**src/ocrc_defs.svh**
```systemverilog
`ifndef OCRC_DEFS_SVH
`define OCRC_DEFS_SVH

// Response configuration field positions
`define OCRC_RESP_MSB      7
`define OCRC_RESP_LSB      6
`define OCRC_RETRY_MSB     5
`define OCRC_RETRY_LSB     3
`define OCRC_DELAY_MSB     2
`define OCRC_DELAY_LSB     0

// Response codes
`define OCRC_RESP_IGNORE   2'h0
`define OCRC_RESP_COND_CC  2'h1
`define OCRC_RESP_DELAY    2'h2
`define OCRC_RESP_DISABLE  2'h3

// Retry codes
`define OCRC_RETRY_NONE    3'h0
`define OCRC_RETRY_MAXCNT  3'h4
`define OCRC_RETRY_FOREVER 3'h7

// Configuration reset value
`define OCRC_CFG_RESET     8'h00

// Delay unit tick counter and unit count widths
`define OCRC_UNIT_W        16
`define OCRC_DLY_W         8

`endif

```
**src/ocrc_pkg.sv**
```systemverilog
package ocrc_pkg;

  typedef enum logic [2:0] {
    OCRC_RUN,
    OCRC_LIMIT,
    OCRC_WAIT,
    OCRC_RESTART,
    OCRC_LATCHED
  } ocrc_state_t;

  typedef struct packed {
    logic [1:0] resp;
    logic [2:0] retry;
    logic [2:0] delay;
  } ocrc_cfg_t;

  typedef struct packed {
    logic oc_fault;
    logic cur_limit;
    logic low_volt;
  } ocrc_sense_t;

endpackage : ocrc_pkg

```
**src/ocrc_ctrl.sv**
```systemverilog
`timescale 1ns/1ps
`include "ocrc_defs.svh"

// Overview of operation
// - Code 10: limit current for programmed delay
// - Still limiting after delay: apply retry setting
// - Code 11: shut down at once, then retry
// - Retry count taken from bits five to three
// - Retry zero: stay off until cleared
// - Codes 1-4 retry; failures latch off
// - All-ones retry code: retry without limit
// - Restart starts spaced by delay times unit
// - Delay field decodes to power-of-two units
// - Every code sets status bit, notifies host
// - Code 00: brickwall limit, never shut down
// - Code 01: shut down below low-voltage threshold
module ocrc_ctrl (
  // Clock, reset, enable
  input  wire logic                     mclk_i,
  input  wire logic                     rst_n_i,
  input  wire logic                     clk_en_i,
  // Configuration write port
  input  wire logic                     cfg_wr_i,
  input  wire logic [7:0]               cfg_wdata_i,
  input  wire logic [`OCRC_UNIT_W-1:0]  unit_cycles_i,
  input  wire logic                     notify_supported_i,
  // Converter sense pins
  input  wire logic                     oc_fault_i,
  input  wire logic                     cur_limit_i,
  input  wire logic                     low_volt_i,
  // Host commands
  input  wire logic                     fault_clear_i,
  input  wire logic                     cmd_off_i,
  // Outputs
  output logic [7:0]                    cfg_rdata_o,
  output logic                          output_en_o,
  output logic                          limit_en_o,
  output logic                          restart_o,
  output logic                          latched_off_o,
  output logic                          oc_status_o,
  output logic                          notify_o
);

  ocrc_pkg::ocrc_sense_t sync1_ff, sync2_ff;
  ocrc_pkg::ocrc_sense_t sense;
  ocrc_pkg::ocrc_cfg_t   cfg_ff, nxt_cfg;
  ocrc_pkg::ocrc_state_t state_ff, nxt_state;
  logic [2:0]                   left_ff, nxt_left;
  logic [`OCRC_DLY_W-1:0]       units_ff, nxt_units;
  logic [`OCRC_UNIT_W-1:0]      tick_ff, nxt_tick;
  logic                         out_en_ff, nxt_out_en;
  logic                         lim_ff, nxt_lim;
  logic                         rst_pulse_ff, nxt_rst_pulse;
  logic                         status_ff, nxt_status;
  logic                         notify_ff, nxt_notify;
  logic                         latched_ff, nxt_latched;
  logic                         oc_prev_ff;
  logic                         unit_done, delay_done, oc_rise;

  function automatic logic [`OCRC_DLY_W-1:0] dly_units(input logic [2:0] code);
    dly_units = `OCRC_DLY_W'(1) << code;
  endfunction : dly_units

  // Shut down then either wait for a restart or latch off
  function automatic ocrc_pkg::ocrc_state_t after_shutdown(input logic [2:0] left,
                                                            input logic [2:0] code);
    if (code == `OCRC_RETRY_NONE || left == 3'h0) begin
      after_shutdown = ocrc_pkg::OCRC_LATCHED;
    end else begin
      after_shutdown = ocrc_pkg::OCRC_WAIT;
    end
  endfunction : after_shutdown

  function automatic logic [2:0] retry_load(input logic [2:0] code);
    retry_load = (code > `OCRC_RETRY_MAXCNT && code != `OCRC_RETRY_FOREVER)
                 ? `OCRC_RETRY_MAXCNT : code;
  endfunction : retry_load

  assign sense      = sync2_ff;
  assign unit_done  = (tick_ff >= unit_cycles_i);
  assign delay_done = unit_done && (units_ff <= `OCRC_DLY_W'(1));
  assign oc_rise    = sense.oc_fault && !oc_prev_ff;

  always_ff @(posedge mclk_i) begin
    if (!rst_n_i) begin
      sync1_ff   <= '0;
      sync2_ff   <= '0;
      oc_prev_ff <= 1'b0;
    end else if (clk_en_i) begin
      sync1_ff   <= {oc_fault_i, cur_limit_i, low_volt_i};
      sync2_ff   <= sync1_ff;
      oc_prev_ff <= sync2_ff.oc_fault;
    end
  end

  always_comb begin
    nxt_cfg       = cfg_ff;
    nxt_state     = state_ff;
    nxt_left      = left_ff;
    nxt_units     = units_ff;
    nxt_tick      = unit_done ? '0 : tick_ff + `OCRC_UNIT_W'(1);
    nxt_out_en    = out_en_ff;
    nxt_lim       = lim_ff;
    nxt_rst_pulse = 1'b0;
    nxt_status    = status_ff;
    nxt_notify    = 1'b0;
    if (cfg_wr_i) begin
      nxt_cfg = ocrc_pkg::ocrc_cfg_t'(cfg_wdata_i);
    end
    if (oc_rise) begin
      nxt_notify = notify_supported_i;
    end
    if (fault_clear_i) begin
      nxt_status = 1'b0;
    end
    if (sense.oc_fault) begin
      nxt_status = 1'b1;
    end
    if (fault_clear_i || cmd_off_i) begin
      nxt_left = retry_load(cfg_ff.retry);
    end
    case (state_ff)
      ocrc_pkg::OCRC_RUN: begin
        nxt_out_en = !cmd_off_i;
        nxt_lim    = 1'b0;
        if (sense.oc_fault && !cmd_off_i) begin
          case (cfg_ff.resp)
            `OCRC_RESP_IGNORE, `OCRC_RESP_COND_CC: begin
              nxt_lim   = 1'b1;
              nxt_state = ocrc_pkg::OCRC_LIMIT;
            end
            `OCRC_RESP_DELAY: begin
              nxt_lim   = 1'b1;
              nxt_units = dly_units(cfg_ff.delay);
              nxt_tick  = '0;
              nxt_state = ocrc_pkg::OCRC_LIMIT;
            end
            default: begin
              nxt_out_en = 1'b0;
              nxt_units  = dly_units(cfg_ff.delay);
              nxt_tick   = '0;
              nxt_state  = after_shutdown(left_ff, cfg_ff.retry);
            end
          endcase
        end
      end
      ocrc_pkg::OCRC_LIMIT: begin
        if (cmd_off_i) begin
          nxt_lim   = 1'b0;
          nxt_state = ocrc_pkg::OCRC_RUN;
        end else if (!sense.oc_fault && !sense.cur_limit) begin
          nxt_lim   = 1'b0;
          nxt_state = ocrc_pkg::OCRC_RUN;
        end else if (cfg_ff.resp == `OCRC_RESP_COND_CC && sense.low_volt) begin
          nxt_lim    = 1'b0;
          nxt_out_en = 1'b0;
          nxt_units  = dly_units(cfg_ff.delay);
          nxt_tick   = '0;
          nxt_state  = after_shutdown(left_ff, cfg_ff.retry);
        end else if (cfg_ff.resp == `OCRC_RESP_DELAY) begin
          if (unit_done) begin
            nxt_units = units_ff - `OCRC_DLY_W'(1);
          end
          if (delay_done && sense.cur_limit) begin
            nxt_lim    = 1'b0;
            nxt_out_en = 1'b0;
            nxt_units  = dly_units(cfg_ff.delay);
            nxt_tick   = '0;
            nxt_state  = after_shutdown(left_ff, cfg_ff.retry);
          end else if (delay_done) begin
            nxt_lim   = 1'b0;
            nxt_state = ocrc_pkg::OCRC_RUN;
          end
        end
      end
      ocrc_pkg::OCRC_WAIT: begin
        if (unit_done) begin
          nxt_units = units_ff - `OCRC_DLY_W'(1);
        end
        if (cmd_off_i) begin
          nxt_state = ocrc_pkg::OCRC_RUN;
        end else if (delay_done) begin
          nxt_out_en    = 1'b1;
          nxt_rst_pulse = 1'b1;
          if (cfg_ff.retry != `OCRC_RETRY_FOREVER) begin
            nxt_left = left_ff - 3'h1;
          end
          nxt_units = dly_units(cfg_ff.delay);
          nxt_tick  = '0;
          nxt_state = ocrc_pkg::OCRC_RESTART;
        end
      end
      ocrc_pkg::OCRC_RESTART: begin
        // Attempt is judged over one delay window after its start
        if (unit_done) begin
          nxt_units = units_ff - `OCRC_DLY_W'(1);
        end
        if (cmd_off_i) begin
          nxt_state = ocrc_pkg::OCRC_RUN;
        end else if (sense.oc_fault) begin
          nxt_out_en = 1'b0;
          nxt_state  = after_shutdown(left_ff, cfg_ff.retry);
        end else if (delay_done) begin
          nxt_left  = retry_load(cfg_ff.retry);
          nxt_state = ocrc_pkg::OCRC_RUN;
        end
      end
      ocrc_pkg::OCRC_LATCHED: begin
        nxt_out_en = 1'b0;
        if (fault_clear_i || cmd_off_i) begin
          nxt_state = ocrc_pkg::OCRC_RUN;
        end
      end
      default: begin
        nxt_state = ocrc_pkg::OCRC_RUN;
      end
    endcase
    // Latch-off flag follows the state register so the output comes from a flop
    nxt_latched = (nxt_state == ocrc_pkg::OCRC_LATCHED);
  end

  always_ff @(posedge mclk_i) begin
    if (!rst_n_i) begin
      cfg_ff       <= ocrc_pkg::ocrc_cfg_t'(`OCRC_CFG_RESET);
      state_ff     <= ocrc_pkg::OCRC_RUN;
      left_ff      <= 3'h0;
      units_ff     <= '0;
      tick_ff      <= '0;
      out_en_ff    <= 1'b0;
      lim_ff       <= 1'b0;
      rst_pulse_ff <= 1'b0;
      status_ff    <= 1'b0;
      notify_ff    <= 1'b0;
      latched_ff   <= 1'b0;
    end else if (clk_en_i) begin
      cfg_ff       <= nxt_cfg;
      state_ff     <= nxt_state;
      left_ff      <= nxt_left;
      units_ff     <= nxt_units;
      tick_ff      <= nxt_tick;
      out_en_ff    <= nxt_out_en;
      lim_ff       <= nxt_lim;
      rst_pulse_ff <= nxt_rst_pulse;
      status_ff    <= nxt_status;
      notify_ff    <= nxt_notify;
      latched_ff   <= nxt_latched;
    end
  end

  assign cfg_rdata_o   = cfg_ff;
  assign output_en_o   = out_en_ff;
  assign limit_en_o    = lim_ff;
  assign restart_o     = rst_pulse_ff;
  assign latched_off_o = latched_ff;
  assign oc_status_o   = status_ff;
  assign notify_o      = notify_ff;

endmodule : ocrc_ctrl

```
**config.mk**
```make
export PLATFORM = sky130hd
export DESIGN_NAME = ocrc_ctrl
export DESIGN_NICKNAME = d
export VERILOG_FILES = /design/src/ocrc_pkg.sv /design/src/ocrc_ctrl.sv
export VERILOG_INCLUDE_DIRS = /design/src
export SDC_FILE = /design/constraint.sdc
export NUM_CORES = 1
export LEC_CHECK = 0
export BUFFER_PORTS_ARGS = -buffer_cell sky130_fd_sc_hd__buf_2
export CAP_MARGIN = 20
export CORE_MARGIN = 2
export CORE_UTILIZATION = 55
export CTS_BUF_LIST = sky130_fd_sc_hd__clkbuf_2
export DETAILED_ROUTE_END_ITERATION = 10
export PLACE_DENSITY = 0.75
export SLEW_MARGIN = 20
export SYNTH_ARGS = -nofsm -noshare
export SYNTH_HDL_FRONTEND = slang
export SYNTH_SLANG_ARGS = --single-unit
export TNS_END_PERCENT = 1
```
**constraint.sdc**
```tcl
create_clock -name mclk_i -period 3.3 [get_ports mclk_i]
set_input_delay 0.495 -clock mclk_i [delete_from_list [all_inputs] [get_ports mclk_i]]
set_output_delay 0.495 -clock mclk_i [all_outputs]
set_load 0.05 [all_outputs]
```
==> results of run 1 <==
-- cell usage after synthesis (all sizes together), types with 3 or more instances --
cell	instances
a2111oi	5
a211o	3
a211oi	7
a21o	3
a21oi	49
a221oi	5
a31oi	10
and3	7
buf	5
clkbuf	23
dfxtp	51
ha	21
inv	32
mux2i	13
nand2	45
nand2b	8
nand3	17
nand4	7
nor2	47
nor3	9
nor3b	12
nor4	4
o211ai	4
o21ai	37
o221ai	3
o32ai	3
or3	4
or4	3
-- worst reg2reg max path, stage by stage, from the launching register on --
cell	delay, ns
sky130_fd_sc_hd__dfxtp_1	0.47
sky130_fd_sc_hd__inv_1	0.06
sky130_fd_sc_hd__ha_1	0.26
sky130_fd_sc_hd__nand2b_1	0.14
sky130_fd_sc_hd__a2111oi_1	0.54
sky130_fd_sc_hd__o32a_1	0.47
sky130_fd_sc_hd__a21oi_1	0.22
sky130_fd_sc_hd__a2bb2oi_1	0.17
sky130_fd_sc_hd__o311ai_0	0.37
sky130_fd_sc_hd__mux2i_1	0.21
-- cell usage in the layout, fill, tap and decap left out, drive strengths merged, types with 8 or more instances in the layout --
cell type	instances
buf	59
dfxtp	51
a21oi	49
nor2	47
nand2	45
o21ai	37
inv	33
ha	21
nand3	17
mux2i	13
nor3b	12
a31oi	10
nor3	9
nand2b	8
-- worst max-delay path by stage --
stage	startpoint	to	slack (ns)	cells after the start
floorplan	unit_cycles_i[11]	units_ff[1]	0.35	9
global placement	unit_cycles_i[11]	units_ff[1]	0.20	10
detailed placement	unit_cycles_i[0]	limit_en_o	0.13	9
CTS	tick_ff[0]	limit_en_o	0.19	9
global route	tick_ff[0]	limit_en_o	0.09	9
finish	tick_ff[0]	limit_en_o	0.32	9
-- final cells by class --
cell class,instances,area [um^2]
fillers,582,2360
inverters,32,120
clock inverters,3,23.8
clock buffers,5,25.0
repair buffers,59,338
multi-input cells,357,2250
well taps,77,96.3
flip-flops and latches,51,1020
-- logic make-up after synthesis --
kind of cell             share of synthesized area (%)
buffers and inverters                             6.64
flip-flops                                        29.1
AO/OA/AOI/OAI                                     27.6
adder cells (fa/ha/maj)                           7.49
AND/OR/NAND/NOR                                   25.1
multiplexers                                      4.03
-- stage by stage --
step | std cells | utilization [%] | instance area (um^2) | power (mW) | worst slack [ns]
floorplan | 468 | - | 3510 | 0.838 | 0.346
global placement | 576 | 61.3 | 3830 | 0.908 | 0.202
detailed placement | 576 | 61.3 | 3830 | 0.912 | 0.127
CTS | 584 | 62.1 | 3880 | 1.19 | 0.192
global route | 584 | 62.1 | 3880 | 1.25 | 0.0947
finish | 584 | 62.1 | 3880 | 1.18 | 0.319
-- power groups by stage --
stage          clock network (mW)  registers, mW  logic [mW]
6_report                    0.278          0.664       0.242
3_3_place_gp                    0          0.673       0.235
2_1_floorplan                   0          0.685       0.152
5_1_grt                     0.310          0.668       0.268
3_5_place_dp                    0          0.674       0.238
4_1_cts                     0.284          0.663       0.240
-- state kept, by name (all words and copies together) (netlist names) --
register / cells
oc_prev_ff: 1
oc_status_o: 1
restart_o: 1
limit_en_o: 1
units_ff: 8
sense: 3
sync1_ff: 3
notify_o: 1
tick_ff: 16
left_ff: 3
state_ff: 3
cfg_rdata_o: 8
output_en_o: 1
latched_off_o: 1
-- repair_timing --
item | in CTS | in global routing
gates resized for setup | 0 | 1
setup endpoints to repair | 0 | 2
buffers inserted | 0 | 0
-- per-layer routing --
metal / up-vias / GRT usage, %
li1: 1786 / -
met1: 1704 / 34.7
met2: 113 / 42.9
met3: 10 / 3.66
met4: 0 / 6.30
met5: - / 0
==> flow_summary.rst, run 1 <==
.. list-table::
   :header-rows: 1

   * - Metric
     - Value
   * - Worst setup path category
     - flop to flop
   * - Number of iterations in the first detailed-routing pass
     - 5
   * - Clock-pin slew reported for the worst setup and hold paths after clock tree synthesis
     - 0.29 ns
   * - Starting density of the core
     - 56.2%
   * - Length of routed wiring on met1
     - 4.08 mm
   * - Outcome
     - finished, final reports clean
   * - Slew of the pin with the lowest slew margin
     - 0.781 ns
   * - Global-route wire length before repair
     - 15.2 mm
   * - Max rail drop VDD
     - 0.201 mV
   * - Via count of the first global-routing pass
     - 3325
   * - Switching share of power
     - 34.0%
   * - Number of distinct library cell variants in the gate-level netlist after synthesis
     - 60
   * - Biggest area consumer among synthesized cells
     - sky130_fd_sc_hd__dfxtp_1
   * - Chip height
     - 83.8 um
   * - Maximum fanout encountered on the critical timing path
     - 7
   * - Crit path largest cell delay
     - 0.54 ns
   * - Total half-perimeter wirelength after legalization and detailed placement
     - 6.62 mm
   * - Shortest clock period the worst path allows after layout
     - 2.98 ns
   * - Ys flop type
     - sky130_fd_sc_hd__dfxtp_1
   * - Max-Cap Viols
     - 0
   * - Fraction of synthesized cell area taken by the top area cell type
     - 29.1%
   * - Cell count after synthesis
     - 468
   * - Register-to-register setup slack
     - 0.32 ns
   * - Terminus of the critical flop-to-flop path
     - limit_en_o
   * - Cell leakage power
     - 1.55 nW
   * - Mean instance size in the synthesized netlist
     - 7.49 um^2
   * - Fraction of registers with async set/reset
     - 0%
   * - RR Startpoint
     - tick_ff[0]
   * - Clock tree from TritonCTS
     - done
   * - Slew HR
     - 47.9%
   * - Setup TNS after final layout
     - 0 ns
   * - Global routing usage summed across all routing layers
     - 25.6%
   * - # diodes
     - 0
   * - Required time at the worst-slack endpoint
     - 3.70 ns
   * - Slowest cell on the critical path
     - sky130_fd_sc_hd__a2111oi_1
   * - Worst min-delay path endpoint
     - sync1_ff[1]
   * - Number of endpoints with negative hold slack in the final report
     - 0
   * - Total Routed Length
     - 8.91 mm
   * - Number of buffers inserted by hold repair at cts
     - 0
   * - Residual antenna-violating net count after detailed routing
     - 0
   * - Detailed-routed wire length on met2
     - 4.27 mm
   * - Power Internal
     - 0.781 mW
   * - Area Growth Syn to Fin
     - 10.6%
   * - Power per unit of standard cell area
     - 305 nW/um^2
   * - CP Capture Type
     - flop
   * - Number of buffers created by CTS
     - 5
   * - Clock skew
     - 0.0194 ns
   * - Maximum buffer depth of the clock tree
     - 2
   * - Total standard cell area after synthesis
     - 3510 um^2
   * - Final global-route overflow total
     - 0
   * - Highest attainable clock frequency
     - 335 MHz
   * - Kind of cell adding the most delay to the critical path
     - compound AO/OA/AOI/OAI gates
   * - RSZ-0062 raised after global routing
     - false
   * - Top Ports
     - 48
   * - Clock network power share
     - 23.5%
   * - Source of the worst hold timing path
     - cur_limit_i
   * - Endpoint arrival time on the critical path
     - 3.38 ns
   * - WHS
     - 0.251 ns
   * - Nets
     - 561
   * - Warnings from Yosys
     - 0
   * - Yosys reg bits
     - 51
   * - Crit start category
     - flop
   * - Floorplan die width
     - 83.8 um
   * - Sequential area share after synthesis
     - 29.1%
   * - Worst path bufs/invs
     - 1
   * - Cells on worst reg2reg path
     - 9
   * - Highest metal used
     - met4
   * - Total number of vias
     - 3613
   * - Placer congestion estimate
     - 0.953
   * - Starting DRC count in detailed routing
     - 238
   * - Clock Root Buffer
     - sky130_fd_sc_hd__clkbuf_2
   * - Final count of negative-setup-slack endpoints
     - 0
   * - Post-Syn Nets
     - 523
   * - Comb power frac
     - 20.4%
   * - Relative contribution of sequential cells to total power
     - 56.1%
   * - Level count of the clock H-tree
     - 2
   * - Cell depth of the worst min-delay path
     - 3
   * - DIE AREA
     - 7030 um^2
   * - Total number of placement rows
     - 29
   * - Core area
     - 6240 um^2
   * - Switching component of the power
     - 0.403 mW
   * - Max-slew violations
     - 0
   * - Metal3 WL
     - 465 um
   * - Count of port buffers added during placement
     - 47
   * - Pin count of the biggest net entering global routing
     - 28
   * - Top area cells in the synthesized netlist
     - sky130_fd_sc_hd__dfxtp_1, sky130_fd_sc_hd__ha_1, sky130_fd_sc_hd__a21oi_1
   * - Count of flip-flops with a built-in enable after synthesis
     - 0
   * - TritonCTS Sinks
     - 51
   * - Remaining routing DRC violations
     - 0
   * - DR WL/cell
     - 15.2 um
   * - Clock insertion delay at the later pin of the skew report
     - 0.45 ns
   * - Class of the worst hold path
     - input port to flop
   * - Ordered cell list for the critical path
     - inv_1, ha_1, nand2b_1, a2111oi_1, o32a_1, a21oi_1, a2bb2oi_1, o311ai_0, mux2i_1
   * - Fraction of layout instances using a drive strength above 1
     - 15.6%
   * - Number of vias per cell after detailed routing
     - 6.19
   * - Period Utilization, post-route
     - 90.3%
   * - Antenna violations before repair
     - 0
(Power assumes the default switching activity.)
==> run 2, diff against run 1 <==
- CORE_MARGIN: 2 -> default
- HOLD_SLACK_MARGIN: default -> 0.06
==> run 2 against run 1 <==
Via count rose by 0.97%; clock-buffer cell count did not move; critical endpoint is now units_ff[1]; first-iteration DRC count rose by 1.3%; sequential power barely moved; maximum frequency fell by 4.1%; clock power fell by 13%; global-route usage rose by 1.9 points; setup slack got worse by 0.13 ns; non-clock buffer count rose by 4; final cell count rose by 0.34%; hold slack improved by 0.026 ns.
==> flow_summary.rst, run 2 (same netlist as run 1, synthesis figures left out) <==
.. list-table::
   :header-rows: 1

   * - Metric
     - Value
   * - Maximum fanout encountered on the critical timing path
     - 5
   * - Number of iterations in the first detailed-routing pass
     - 4
   * - Cells resized by post-CTS repair
     - 0
   * - TritonCTS Sinks
     - 51
   * - Max-slew violations
     - 0
   * - Placed instance area
     - 3840 um^2
   * - RR Startpoint
     - tick_ff[2]
   * - Chip height
     - 81.8 um
   * - Post-placement setup slack
     - 0.0324 ns
   * - Cells on worst reg2reg path
     - 9
   * - Most common cell after layout, fill and taps aside
     - sky130_fd_sc_hd__dfxtp_1
   * - CP Capture Type
     - flop
   * - Remaining routing DRC violations
     - 0
   * - Global-route wire length before repair
     - 14.3 mm
   * - Count of port buffers added during placement
     - 47
   * - Multi-input gate area
     - 2250 um^2
   * - Most frequent cells in the layout
     - sky130_fd_sc_hd__dfxtp_1, sky130_fd_sc_hd__a21oi_1, sky130_fd_sc_hd__nor2_1, sky130_fd_sc_hd__buf_2, sky130_fd_sc_hd__nand2_1
   * - Flip-flop and latch area
     - 1020 um^2
   * - Final count of negative-setup-slack endpoints
     - 0
   * - Clock tree from TritonCTS
     - done
   * - Area Growth Syn to Fin
     - 10.7%
   * - Antenna violations before repair
     - 0
   * - # diodes
     - 0
   * - Reg with most FFs
     - tick_ff
   * - Slowest cell on the critical path
     - sky130_fd_sc_hd__or4b_1
   * - Total number of vias
     - 3648
   * - Clock insertion delay at the later pin of the skew report
     - 0.43 ns
   * - Max-Cap Viols
     - 0
   * - Number of buffers inserted by hold repair at cts
     - 0
   * - WHS
     - 0.278 ns
   * - Top Ports
     - 48
   * - Class of the worst hold path
     - input port to flop
   * - DR WL/cell
     - 15.3 um
   * - Max rail drop VDD
     - 0.212 mV
   * - Cell leakage power
     - 1.56 nW
   * - Start point of the critical path
     - tick_ff[2]
   * - RSZ-0062 raised after global routing
     - false
   * - Final global-route overflow total
     - 0
   * - DIE AREA
     - 6700 um^2
   * - Share of the core filled with cells in the final layout
     - 64.4%
   * - Number of vias per cell after detailed routing
     - 6.23
   * - Endpoint arrival time on the critical path
     - 3.46 ns
   * - Starting density of the core
     - 58.2%
   * - Worst setup slack after layout
     - 0.192 ns
   * - Via count of the first global-routing pass
     - 3166
   * - Cell depth of the worst min-delay path
     - 3
   * - Slew of the pin with the lowest slew margin
     - 0.680 ns
   * - Terminus of the critical flop-to-flop path
     - units_ff[1]
   * - Required time at the worst-slack endpoint
     - 3.65 ns
   * - Worst setup path category
     - flop to flop
   * - Floorplan die width
     - 81.8 um
   * - Residual antenna-violating net count after detailed routing
     - 0
   * - Total number of placement rows
     - 28
   * - Highest attainable clock frequency
     - 322 MHz
   * - Starting DRC count in detailed routing
     - 241
   * - Outcome
     - finished, final reports clean
   * - Number of endpoints with negative hold slack in the final report
     - 0
   * - Placer congestion estimate
     - 0.929
   * - Clock Root Buffer
     - sky130_fd_sc_hd__clkbuf_2
   * - # fillers
     - 560
   * - Worst min-delay path endpoint
     - sync1_ff[0]
   * - Nets
     - 565
   * - Final Total Pwr
     - 1.15 mW
   * - Crit start category
     - flop
   * - Period Utilization, post-route
     - 94.2%
   * - Source of the worst hold timing path
     - low_volt_i
   * - Core area
     - 6030 um^2
   * - Fraction of layout instances using a drive strength above 1
     - 15.9%
   * - Level count of the clock H-tree
     - 2
   * - Clock-pin slew reported for the worst setup and hold paths after clock tree synthesis
     - 0.26 ns
   * - Total half-perimeter wirelength after legalization and detailed placement
     - 6.39 mm
   * - Largest register FFs
     - 16
   * - Clock skew
     - 0.0199 ns
   * - Global routing usage summed across all routing layers
     - 27.5%
   * - Post-layout instance count excluding filler cells
     - 586
   * - Shortest clock period the worst path allows after layout
     - 3.11 ns
   * - Pin count of the biggest net entering global routing
     - 43
   * - Number of buffers added for setup after CTS
     - 0
   * - Number of placed cells counting well taps
     - 578
   * - Maximum buffer depth of the clock tree
     - 2
   * - Number of buffers created by CTS
     - 5
   * - Slew HR
     - 54.4%
   * - Total Routed Length
     - 8.96 mm
   * - Design Area, Final
     - 3880 um^2
   * - Crit path largest cell delay
     - 0.50 ns
   * - Register-to-register setup slack
     - 0.19 ns
   * - Setup TNS after final layout
     - 0 ns
   * - Power per unit of standard cell area
     - 296 nW/um^2
   * - Ordered cell list for the critical path
     - ha_1, o21ai_0, a211o_1, o32a_1, a2111oi_4, o22ai_4, buf_4, or4b_1, a221oi_2
run 2: cell types whose count changed in the layout (fill, tap and decap cells not counted):
cell                         change
sky130_fd_sc_hd__buf_4           +5
sky130_fd_sc_hd__clkinv_1        +2
sky130_fd_sc_hd__a2111oi_1       -1
sky130_fd_sc_hd__clkinvlp_4      -1
sky130_fd_sc_hd__inv_6           -1
sky130_fd_sc_hd__buf_12          -1
sky130_fd_sc_hd__a2111oi_0       +1
run 2: how the worst max path moves through the flow:
stage | to | cells past startpoint
after global placement | units_ff[1] | 11
after floorplan | units_ff[1] | 9
final | units_ff[1] | 9
after CTS | units_ff[1] | 11
after detailed placement | units_ff[1] | 11
after global routing | left_ff[1] | 9
run 2: per-layer routing:
layer / GRT usage (%) / wire (um) / vias up
met1: 36.6 / 4130 / 1716
met5: 0 / 0 / -
met4: 10.0 / 152 / 0
met3: 3.11 / 476 / 15
met2: 45.4 / 4200 / 118
li1: - / - / 1799
run 2: power breakdown:
part | internal (mW) | switching [mW] | total, mW
clock | 0.0471 | 0.195 | 0.242
sequential | 0.636 | 0.0265 | 0.663
combinational | 0.0905 | 0.154 | 0.245
run 2: worst max-delay path: cells and delay by family (launching register included):
family	cells	cell delay (ns)
simple gates	1	0.50
compound gates	6	1.67
buf+inv	1	0.16
flops	1	0.41
fa+ha+maj	1	0.28
run 2: area by class of cell:
type / count / area share, %
clock inverters: 3 / 0.387
repair buffers: 63 / 9.15
clock buffers: 5 / 0.645
inverters: 32 / 3.09
flip-flops and latches: 51 / 26.3
well taps: 75 / 2.42
multi-input cells: 357 / 58.0
==> run 3, diff against run 2 <==
- CORE_MARGIN: default -> 2
- GPL_ROUTABILITY_DRIVEN: default -> 0
- TNS_END_PERCENT: 1 -> 5
==> run 3 against run 2 <==
Clock skew up 0.0069 ns; sequential power about the same; combinational power down 3%; flip-flop and latch count unchanged.
==> flow_summary.rst, run 3 (same netlist as run 1, synthesis figures left out) <==
.. list-table::
   :header-rows: 1

   * - Metric
     - Value
   * - Register-to-register setup slack
     - 0.23 ns
   * - Required time at the worst-slack endpoint
     - 3.67 ns
   * - Core area
     - 6240 um^2
   * - Clock skew
     - 0.0267 ns
   * - Endpoint arrival time on the critical path
     - 3.44 ns
   * - Max rail drop VDD
     - 0.189 mV
   * - DR WL/cell
     - 15.1 um
   * - Worst path bufs/invs
     - 3
   * - Number of buffers created by CTS
     - 5
   * - Number of iterations in the first detailed-routing pass
     - 4
   * - Shortest clock period the worst path allows after layout
     - 3.07 ns
   * - Total Routed Length
     - 8.85 mm
   * - Outcome
     - finished, final reports clean
   * - RSZ-0062 raised after global routing
     - false
   * - Antenna violations before repair
     - 0
   * - Most frequent cells in the layout
     - sky130_fd_sc_hd__dfxtp_1, sky130_fd_sc_hd__a21oi_1, sky130_fd_sc_hd__nor2_1, sky130_fd_sc_hd__buf_2, sky130_fd_sc_hd__nand2_1
   * - Power per unit of standard cell area
     - 303 nW/um^2
   * - Starting density of the core
     - 56.2%
   * - # diodes
     - 0
   * - Cell depth of the worst min-delay path
     - 3
   * - Setup TNS after final layout
     - 0 ns
   * - Slew of the pin with the lowest slew margin
     - 0.680 ns
   * - Most common cell after layout, fill and taps aside
     - sky130_fd_sc_hd__dfxtp_1
   * - Class of the worst hold path
     - input port to flop
   * - Kind of cell adding the most delay to the critical path
     - compound AO/OA/AOI/OAI gates
   * - Global routing usage summed across all routing layers
     - 25.4%
   * - RR Startpoint
     - tick_ff[0]
   * - Crit start category
     - flop
   * - Clock-pin slew reported for the worst setup and hold paths after clock tree synthesis
     - 0.28 ns
   * - DIE AREA
     - 7030 um^2
   * - Largest register FFs
     - 16
   * - # fillers
     - 592
   * - Cell leakage power
     - 1.54 nW
   * - Number of buffers added for setup after CTS
     - 0
   * - WHS
     - 0.247 ns
   * - Total number of vias
     - 3588
   * - Clock tree from TritonCTS
     - done
   * - Post-layout instance count excluding filler cells
     - 584
   * - Starting DRC count in detailed routing
     - 248
   * - Fraction of layout instances using a drive strength above 1
     - 15.6%
   * - Remaining routing DRC violations
     - 0
   * - Source of the worst hold timing path
     - cfg_wdata_i[1]
   * - Number of vias per cell after detailed routing
     - 6.14
   * - Worst min-delay path endpoint
     - cfg_rdata_o[1]
   * - Reg with most FFs
     - tick_ff
   * - Final count of negative-setup-slack endpoints
     - 0
   * - Ordered cell list for the critical path
     - inv_1, ha_1, nand2b_1, a2111oi_0, buf_4, o32a_1, a2111oi_4, o22ai_4, buf_4, mux2i_1, a221oi_1
   * - Number of buffers inserted by hold repair at cts
     - 0
   * - CP Capture Type
     - flop
   * - Cells resized by post-CTS repair
     - 0
   * - Top Ports
     - 48
   * - Maximum fanout encountered on the critical timing path
     - 12
   * - Clock Root Buffer
     - sky130_fd_sc_hd__clkbuf_2
   * - TritonCTS Sinks
     - 51
   * - Level count of the clock H-tree
     - 2
   * - Share of the core filled with cells in the final layout
     - 61.9%
   * - Total half-perimeter wirelength after legalization and detailed placement
     - 6.48 mm
   * - Max-Cap Viols
     - 0
   * - Clock insertion delay at the later pin of the skew report
     - 0.46 ns
   * - Number of endpoints with negative hold slack in the final report
     - 0
   * - Worst setup path category
     - flop to flop
   * - Slowest cell on the critical path
     - sky130_fd_sc_hd__a2111oi_0
   * - Nets
     - 561
   * - Via count of the first global-routing pass
     - 3377
   * - Number of placed cells counting well taps
     - 576
   * - Terminus of the critical flop-to-flop path
     - units_ff[2]
   * - Residual antenna-violating net count after detailed routing
     - 0
   * - Final global-route overflow total
     - 0
   * - Maximum buffer depth of the clock tree
     - 2
   * - Cell repeated most along the worst path
     - sky130_fd_sc_hd__buf_4
   * - Slew HR
     - 54.5%
   * - Highest attainable clock frequency
     - 326 MHz
   * - Cells on worst reg2reg path
     - 11
   * - Area Growth Syn to Fin
     - 10.1%
   * - Total number of placement rows
     - 29
   * - Pin count of the biggest net entering global routing
     - 28
   * - Max-slew violations
     - 0
   * - Period Utilization, post-route
     - 93.1%
   * - Chip height
     - 83.8 um
   * - Count of port buffers added during placement
     - 47
   * - Global-route wire length before repair
     - 15.1 mm
   * - Crit path largest cell delay
     - 0.48 ns
   * - Floorplan die width
     - 83.8 um
-- run 3: tightest hold or removal path, stage by stage --
cell                      delay (ns)
sky130_fd_sc_hd__buf_2          0.09
sky130_fd_sc_hd__nand3_1        0.06
sky130_fd_sc_hd__a21oi_1        0.05
-- run 3: stage by stage --
stage / power (mW) / setup WS, ns / area [um^2]
6_report: 1.17 / 0.228 / 3860
3_3_place_gp: 0.905 / 0.132 / 3810
3_5_place_dp: 0.911 / 0.0873 / 3810
4_1_cts: 1.17 / 0.220 / 3860
5_1_grt: 1.23 / 0.0388 / 3860
2_1_floorplan: 0.838 / 0.346 / 3510
-- run 3: cell type report --
cell class,instances,area (um^2),area share [%]
sequential,51,1020,26.4
multi-input combinational,357,2250,58.3
timing repair buffer,59,325,8.43
tap,77,96.3,2.50
clock inverter,2,16.3,0.421
inverter,32,120,3.11
clock buffer,6,30.0,0.778
-- run 3: how the worst max path moves through the flow --
stage / from / to / slack [ns] / cells after the start
after CTS: tick_ff[0] / units_ff[2] / 0.22 / 11
after global placement: unit_cycles_i[0] / units_ff[2] / 0.13 / 11
final: tick_ff[0] / units_ff[2] / 0.23 / 11
after detailed placement: unit_cycles_i[11] / units_ff[1] / 0.09 / 10
after global routing: tick_ff[0] / units_ff[2] / 0.04 / 11
after floorplan: unit_cycles_i[11] / units_ff[1] / 0.35 / 9
-- run 3: layer usage --
layer	share of wire (%)	vias up	GRT usage, %
met5	0	-	0
met4	2.1	0	8.80
met3	5.0	16	3.76
met2	48	102	43.3
met1	45	1673	32.7
li1	-	1797	-
-- run 3: report_power, final --
| part | switching [mW] | internal [mW] |
|---|---|---|
| Sequential | 0.0294 | 0.637 |
| Clock | 0.210 | 0.0581 |
| Combinational | 0.148 | 0.0891 |
